==> src/hbridge_fault_consts.vh <==
// constants for the h-bridge fault and mode controller
`ifndef HBRIDGE_FAULT_CONSTS_VH
`define HBRIDGE_FAULT_CONSTS_VH
`define CLK_PERIOD_NS 50
`define OC_DEGLITCH_NS 1000
`define OC_DEGLITCH_CYC ((`OC_DEGLITCH_NS + `CLK_PERIOD_NS - 1) / `CLK_PERIOD_NS)
`define OC_RETRY_US 1000
`define OC_RETRY_CYC ((`OC_RETRY_US * 1000) / `CLK_PERIOD_NS)
`define WAKE_US 250
`define WAKE_CYC ((`WAKE_US * 1000 + `CLK_PERIOD_NS - 1) / `CLK_PERIOD_NS)
`define SLEEP_US 1
`define SLEEP_CYC ((`SLEEP_US * 1000 + `CLK_PERIOD_NS - 1) / `CLK_PERIOD_NS)
`define CNT_W 16
`define DRV_COAST 2'h0
`define DRV_REVERSE 2'h1
`define DRV_FORWARD 2'h2
`define DRV_BRAKE 2'h3
`endif

==> src/bridge_oc_guard.v <==
// per-bridge overcurrent deglitch, shutdown and auto-retry
`timescale 1ns/1ns
`include "hbridge_fault_consts.vh"
module bridge_oc_guard #(
    parameter [15:0] DEGLITCH_CYC = `OC_DEGLITCH_CYC,
    parameter [15:0] RETRY_CYC = `OC_RETRY_CYC
) (
    input wire clk_in,
    input wire rst_n_in,
    input wire ce_in,
    input wire clear_in,
    input wire [3:0] fet_limit_in,
    input wire sense_over_in,
    output reg shut_out
);
    reg [15:0] cnt_reg;
    // any fet or the sense pin counts as overcurrent
    wire oc_now = (|fet_limit_in) | sense_over_in;
    always @(posedge clk_in or negedge rst_n_in)
    begin
        if (!rst_n_in)
        begin
            cnt_reg <= 16'h0000;
            shut_out <= 1'b0;
        end
        else if (ce_in)
        begin
            if (clear_in)
            begin
                cnt_reg <= 16'h0000;
                shut_out <= 1'b0;
            end
            else if (shut_out)
            begin
                // re-enable after retry; loop repeats if still over
                if (cnt_reg >= RETRY_CYC - 16'h0001)
                begin
                    shut_out <= 1'b0;
                    cnt_reg <= 16'h0000;
                end
                else
                    cnt_reg <= cnt_reg + 16'h0001;
            end
            else if (oc_now)
            begin
                if (cnt_reg >= DEGLITCH_CYC - 16'h0001)
                begin
                    shut_out <= 1'b1;
                    cnt_reg <= 16'h0000;
                end
                else
                    cnt_reg <= cnt_reg + 16'h0001;
            end
            else
                cnt_reg <= 16'h0000;
        end
    end
endmodule // bridge_oc_guard

==> src/hbridge_fault_mode_control.v <==
// fault protection and mode sequencing for a dual h-bridge driver
// Contract
// - current limit longer than deglitch time shuts bridge, fault low
// - after retry period the bridge re-enables and fault releases
// - persisting overcurrent repeats deglitch, shutdown, retry forever
// - overcurrent shutdown affects only the offending bridge
// - each high-side and low-side fet is watched separately
// - sense pin over its own threshold also counts as overcurrent
// - overtemperature disables all fets and pulls fault low
// - thermal shutdown recovers by itself once cooled below hysteresis
// - supply below falling threshold disables all and resets logic
// - lockout ends only above the separate rising threshold
// - fault held low during lockout, released when operation restarts
// - active only with supply good, sleep input high, wake elapsed
// - sleep input low disables bridge and logic after entry time
// - power-up with sleep input low goes straight to sleep
// - any fault disables bridge; logic keeps running except lockout
// - leave fault mode as soon as its recovery condition holds
// - inputs decode 00 coast, 01 reverse, 10 forward, 11 brake
`timescale 1ns/1ns
`include "hbridge_fault_consts.vh"
module hbridge_fault_mode_control #(
    parameter [15:0] OC_DEGLITCH_CYC = `OC_DEGLITCH_CYC,
    parameter [15:0] OC_RETRY_CYC = `OC_RETRY_CYC,
    parameter [15:0] WAKE_CYC = `WAKE_CYC,
    parameter [15:0] SLEEP_CYC = `SLEEP_CYC
) (
    input wire clk_in,
    input wire rst_n_in,
    input wire ce_in,
    input wire sleep_in_low_in,
    input wire bridge_a_input_1_in,
    input wire bridge_a_input_2_in,
    input wire bridge_b_input_1_in,
    input wire bridge_b_input_2_in,
    input wire [3:0] a_fet_limit_in,
    input wire [3:0] b_fet_limit_in,
    input wire a_sense_over_in,
    input wire b_sense_over_in,
    input wire over_temp_in,
    input wire temp_cooled_in,
    input wire supply_below_fall_in,
    input wire supply_above_rise_in,
    output reg [1:0] a_high_on_out,
    output reg [1:0] a_low_on_out,
    output reg [1:0] b_high_on_out,
    output reg [1:0] b_low_on_out,
    output reg fault_out_low_out,
    output reg fault_out_low_oe_out,
    output reg active_out,
    output reg regulator_on_out
);
    // =====================================================
    // mode state machine
    localparam [3:0] ST_LOCKOUT = 4'h1;
    localparam [3:0] ST_SLEEP = 4'h2;
    localparam [3:0] ST_WAKE = 4'h4;
    localparam [3:0] ST_ACTIVE = 4'h8;

    function [3:0] fet_map;
        input [1:0] code;
        begin
            // order: high1, high2, low1, low2
            case (code)
                `DRV_REVERSE: fet_map = 4'h6;
                `DRV_FORWARD: fet_map = 4'h9;
                `DRV_BRAKE: fet_map = 4'h3;
                default: fet_map = 4'h0;
            endcase
        end
    endfunction

    reg [3:0] state_reg;
    reg [3:0] state_next;
    reg [15:0] tmr_reg;
    reg [15:0] tmr_next;
    reg tsd_reg;
    wire a_shut;
    wire b_shut;
    wire lockout = (state_reg == ST_LOCKOUT);
    // bridge-level logic only runs outside lockout and sleep
    wire logic_clear = ~(state_reg[2] | state_reg[3]);

    bridge_oc_guard #(
        .DEGLITCH_CYC(OC_DEGLITCH_CYC),
        .RETRY_CYC(OC_RETRY_CYC)
    ) u_guard_a (
        .clk_in(clk_in),
        .rst_n_in(rst_n_in),
        .ce_in(ce_in),
        .clear_in(logic_clear),
        .fet_limit_in(a_fet_limit_in),
        .sense_over_in(a_sense_over_in),
        .shut_out(a_shut)
    );
    bridge_oc_guard #(
        .DEGLITCH_CYC(OC_DEGLITCH_CYC),
        .RETRY_CYC(OC_RETRY_CYC)
    ) u_guard_b (
        .clk_in(clk_in),
        .rst_n_in(rst_n_in),
        .ce_in(ce_in),
        .clear_in(logic_clear),
        .fet_limit_in(b_fet_limit_in),
        .sense_over_in(b_sense_over_in),
        .shut_out(b_shut)
    );

    always @*
    begin
        state_next = state_reg;
        tmr_next = tmr_reg;
        case (state_reg)
            ST_LOCKOUT:
                // rising threshold differs from falling one
                if (supply_above_rise_in)
                begin
                    tmr_next = 16'h0000;
                    if (sleep_in_low_in)
                        state_next = ST_WAKE;
                    else
                        state_next = ST_SLEEP;
                end
            ST_SLEEP:
                if (sleep_in_low_in)
                begin
                    state_next = ST_WAKE;
                    tmr_next = 16'h0000;
                end
            ST_WAKE:
                if (!sleep_in_low_in)
                    state_next = ST_SLEEP;
                else if (tmr_reg >= WAKE_CYC - 16'h0001)
                begin
                    state_next = ST_ACTIVE;
                    tmr_next = 16'h0000;
                end
                else
                    tmr_next = tmr_reg + 16'h0001;
            ST_ACTIVE:
                if (sleep_in_low_in)
                    tmr_next = 16'h0000;
                else if (tmr_reg >= SLEEP_CYC - 16'h0001)
                begin
                    state_next = ST_SLEEP;
                    tmr_next = 16'h0000;
                end
                else
                    tmr_next = tmr_reg + 16'h0001;
            default:
                state_next = ST_LOCKOUT;
        endcase
        // lockout overrides every other mode
        if (supply_below_fall_in)
        begin
            state_next = ST_LOCKOUT;
            tmr_next = 16'h0000;
        end
    end

    always @(posedge clk_in or negedge rst_n_in)
    begin
        if (!rst_n_in)
        begin
            state_reg <= ST_LOCKOUT;
            tmr_reg <= 16'h0000;
        end
        else if (ce_in)
        begin
            state_reg <= state_next;
            tmr_reg <= tmr_next;
        end
    end

    // =====================================================
    // thermal shutdown with hysteresis
    // the two comparator levels come in separately; cooled means below
    // threshold minus hysteresis, so the window is set outside this block
    always @(posedge clk_in or negedge rst_n_in)
    begin
        if (!rst_n_in)
            tsd_reg <= 1'b0;
        else if (ce_in)
        begin
            if (logic_clear)
                tsd_reg <= 1'b0;
            else if (over_temp_in)
                tsd_reg <= 1'b1;
            else if (temp_cooled_in)
                tsd_reg <= 1'b0;
        end
    end

    // =====================================================
    // bridge drive and fault indication
    wire run = (state_reg == ST_ACTIVE);
    wire a_ok = run & ~a_shut & ~tsd_reg;
    wire b_ok = run & ~b_shut & ~tsd_reg;
    wire [3:0] a_fets = a_ok ?
        fet_map({bridge_a_input_1_in, bridge_a_input_2_in}) : 4'h0;
    wire [3:0] b_fets = b_ok ?
        fet_map({bridge_b_input_1_in, bridge_b_input_2_in}) : 4'h0;
    // or of all sources; sleep is not a fault
    wire fault_any = lockout | a_shut | b_shut | tsd_reg;

    always @(posedge clk_in or negedge rst_n_in)
    begin
        if (!rst_n_in)
        begin
            a_high_on_out <= 2'h0;
            a_low_on_out <= 2'h0;
            b_high_on_out <= 2'h0;
            b_low_on_out <= 2'h0;
            fault_out_low_out <= 1'b0;
            fault_out_low_oe_out <= 1'b1;
            active_out <= 1'b0;
            regulator_on_out <= 1'b0;
        end
        else if (ce_in)
        begin
            a_high_on_out <= a_fets[3:2];
            a_low_on_out <= a_fets[1:0];
            b_high_on_out <= b_fets[3:2];
            b_low_on_out <= b_fets[1:0];
            // open drain: only ever drives low
            fault_out_low_out <= 1'b0;
            fault_out_low_oe_out <= fault_any;
            active_out <= run;
            regulator_on_out <= state_reg[2] | state_reg[3];
        end
    end
endmodule // hbridge_fault_mode_control

==> config.mk <==
export PLATFORM = sky130hd
export DESIGN_NAME = hbridge_fault_mode_control
export DESIGN_NICKNAME = d
export VERILOG_FILES = /design/src/bridge_oc_guard.v /design/src/hbridge_fault_mode_control.v
export VERILOG_INCLUDE_DIRS = /design/src /design/src/src
export SDC_FILE = /design/constraint.sdc
export NUM_CORES = 1
export LEC_CHECK = 0
export BUFFER_PORTS_ARGS = -buffer_cell sky130_fd_sc_hd__buf_2
export CORE_UTILIZATION = 35
export CTS_BUF_LIST = sky130_fd_sc_hd__clkbuf_16
export DETAILED_ROUTE_END_ITERATION = 7
export PLACE_DENSITY = 0.5
export SKIP_CTS_REPAIR_TIMING = 1
export SYNTH_ARGS = -nofsm -noshare
export SYNTH_HDL_FRONTEND = slang
export SYNTH_HIERARCHICAL = 1
export SYNTH_SLANG_ARGS = --single-unit
==> constraint.sdc <==
create_clock -name clk_in -period 1.9 [get_ports clk_in]
set_input_delay 0.19 -clock clk_in [delete_from_list [all_inputs] [get_ports clk_in]]
set_output_delay 0.19 -clock clk_in [all_outputs]
set_load 0.05 [all_outputs]
==> impl_metrics.ini <==
[outcome]
status = complete, but fails checks
violations = setup timing

[cts]
insertion_delay_ps = 340
clkSlewWorstSetupHoldPaths_ps = 50
cts_buffer_depth = 2
cts_sinks = 66
cts_root_buf = clkbuf_16
numCtsBuffers = 9
cts_tree = done
cts_max_level = 3

[routing]
drc = 0
vias = 3984
drt_first_pass_iters = 4
routed_wl_um = 11900
drtAntennaViolNets = 0
drt_iter0_markers = 125
routedWlPerCell_um = 16.22
routed_via_density = 5.428

[critical_path]
crit_path_start = u_guard_a/cnt_reg[8]
rrSetupSlack_ps = -250
path_max_fanout = 8
end_kind = flop
cp_data_required_time_ps = 2120
max_stage_delay_ps = 570
r2r-end = u_guard_a/cnt_reg[6]
cp_num_buf_inv = 2
critPathTopFamily = compound AO/OA/AOI/OAI gates
path_class = flop to flop
crit_arrival_ps = 2370
startpoint_type = flop
cp.depth = 8
reg2reg_depth = 8
worstReg2RegStart = u_guard_a/cnt_reg[8]
slowest_stage = or4_4
endpoint = u_guard_a/cnt_reg[6]
cp_cell_sequence = or4_4 > a211oi_4 > nor4b_4 > buf_4 > o21bai_4 > buf_12 > o21ai_1 > a22o_1

[layout]
num-nets-final = 611
syn2layout_area_growth_pct = 49.06
diodes = 0
design_area_um2 = 6158
final_util = 0.5370
drive_gt1_frac = 0.4450

[logic_synthesis]
synth_ff_type = dfrtp_1
synth_warnings = 6
syn_area_per_cell_um2 = 9.476
yosysSeqAreaShare = 0.4004
synth.net_count = 461
netlist_area_um2 = 4131
synth_seq_cells = 66
synth_edf_count = 0
synthCells = 436
synthArstFlopShare = 1.000
synth_cell_types = 69

[die]
die_width_um = 110.6
rows = 39
die_h_um = 110.6
core_area_um2 = 11470
ios = 34
floorplan.initialDensity = 0.3603
floorplan.die_area_um2 = 12240

[pwr]
total_power_w = 0.004939
ir_worst_vdd_uv = 569.3
pwr_density_cell_nw_per_um2 = 801.9
leakage_nw = 2.740

[global_routing]
use_met3 = 0.04336
gr-total-overflow = 0
grt_pass1_vias = 3832
grt.total_usage = 0.1844
grt_first_pass_wirelength_um = 18220
grtUsageMet2 = 0.3006
antenna_found_initial = 0
grt_max_degree = 52
top_usage_layer = met2
grt_use_met1 = 0.2372

[placed_design]
port_buffers = 32
gp_congestion = 0.8398
hpwlAfterDp_um = 7770
placed_area_um2 = 5170
place_ws_ps = -293.9

[timing]
fin_ws_ps = -247.0
post-route-period-util = 1.130
fmax_mhz = 465.8
finClkSkew_ps = 6.551
whs_ps = 111.4
drv_slew = 0
hold_viol = 0
period_minus_slack_ps = 2147
rsz0062_at_grt = true
setup_violations = 49

[hold_path]
hp-class = primary input to flop
hold_start = over_temp_in

[flow_run]
max_cap_viol_count = 0
worst min-delay path by stage:
stage | depth (start not counted) | slack [ps] | to
4_1_cts | 1 | -220 | active_out
5_1_grt | 3 | 110 | tsd_reg
3_3_place_gp | 1 | 140 | a_low_on_out[1]
2_1_floorplan | 0 | -110 | a_high_on_out[0]
3_5_place_dp | 1 | 140 | a_low_on_out[1]
6_report | 3 | 110 | tsd_reg
where the power goes:
| part | total, W | switching [W] | internal [W] | leakage (nW) |
|---|---|---|---|---|
| sequential | 0.00154 | 0.0000550 | 0.00149 | 0.910 |
| clock | 0.00160 | 0.000612 | 0.000989 | 0.148 |
| combinational | 0.00180 | 0.000911 | 0.000886 | 1.68 |
| total | 0.00494 | 0.00158 | 0.00336 | 2.74 |
cell usage in the layout (no fill, tap or decap), types with 5 or more instances in the layout:
cell type and n:
o21ai_2 8, nand2b_4 6, a21oi_1 6, inv_1 21, nand4_1 8, nor2b_1 7, o21ai_0 10, dfrtp_1 63
o21ai_1 19, buf_2 32, nand3_1 15, nor2_1 35, buf_6 28, nor3_4 5, buf_4 96, o2bb2ai_2 6
a32o_1 5, a22o_1 10, nor3_1 11, o2111ai_2 7, nand2b_1 8, nand2_1 26, clkbuf_16 9, nor4_1 8
o211ai_1 8, and3_1 14, a21o_1 6
kinds of logic after synthesis:
kind of cell / share of synthesized area
buf+inv: 0.05814
compound gates: 0.2547
mux: 0.01242
xor+xnor: 0.004241
flops: 0.4004
other cells: 0.0009077
simple gates: 0.2601
fa+ha+maj: 0.009086
layer usage:
metal  vias to the layer above  part of all wire
met1                      1941              0.46
met5                         -                 0
li1                       1966                 -
met2                        58              0.50
met3                        19             0.021
met4                         0             0.020
cell type report:
cell class,instances,area (µm²)
clock buffers,9,225.2
clock inverters,7,53.80
fillers,1047,5309
inverters,20,102.6
multi-input cells,330,2696
flip-flops and latches,66,1655
well taps,143,178.9
repair buffers,159,1246
stage by stage:
step	TNS (ps)	std cells
6_report	-6493	734
3_5_place_dp	-6780	693
4_1_cts	-6536	709
5_1_grt	-10090	734
3_3_place_gp	-5981	693
2_1_floorplan	-18.56	436
Yosys cell counts, types with 3 or more instances:
cell,count,share of area
nand4_1,8,0.012
buf_2,8,0.0097
and3_1,14,0.021
mux2i_1,4,0.0097
a21o_1,6,0.011
a211oi_2,3,0.0091
inv_1,18,0.016
nand3_1,16,0.019
nor2_1,36,0.033
clkbuf_1,4,0.0036
o221ai_1,3,0.0064
a31oi_1,5,0.0076
o31ai_1,7,0.013
nor3_4,4,0.016
buf_4,5,0.0091
dfrtp_1,64,0.39
nand2b_1,14,0.021
ha_1,3,0.0091
nor3b_1,5,0.0091
nand2_1,27,0.025
and4_1,3,0.0064
o21ai_1,18,0.022
a2111oi_0,3,0.0064
nor2b_1,7,0.011
a22o_1,10,0.021
o2bb2ai_1,10,0.021
o2111ai_1,8,0.017
a21oi_1,9,0.011
a32o_1,5,0.012
nor3_1,11,0.013
a41oi_1,3,0.0064
nor4_1,9,0.014
or4_1,3,0.0055
o211ai_1,8,0.015
buf_6,4,0.011
o21ai_0,20,0.024
o21ai_2,3,0.0064
worst reg2reg max path, cell delays in order (launching register included):
cell      delay (ps)
dfrtp_1          380
or4_4            570
a211oi_4         210
nor4b_4           70
buf_4            160
o21bai_4         180
buf_12           150
o21ai_1           70
a22o_1           250
Power figures use the tool's default switching activity.
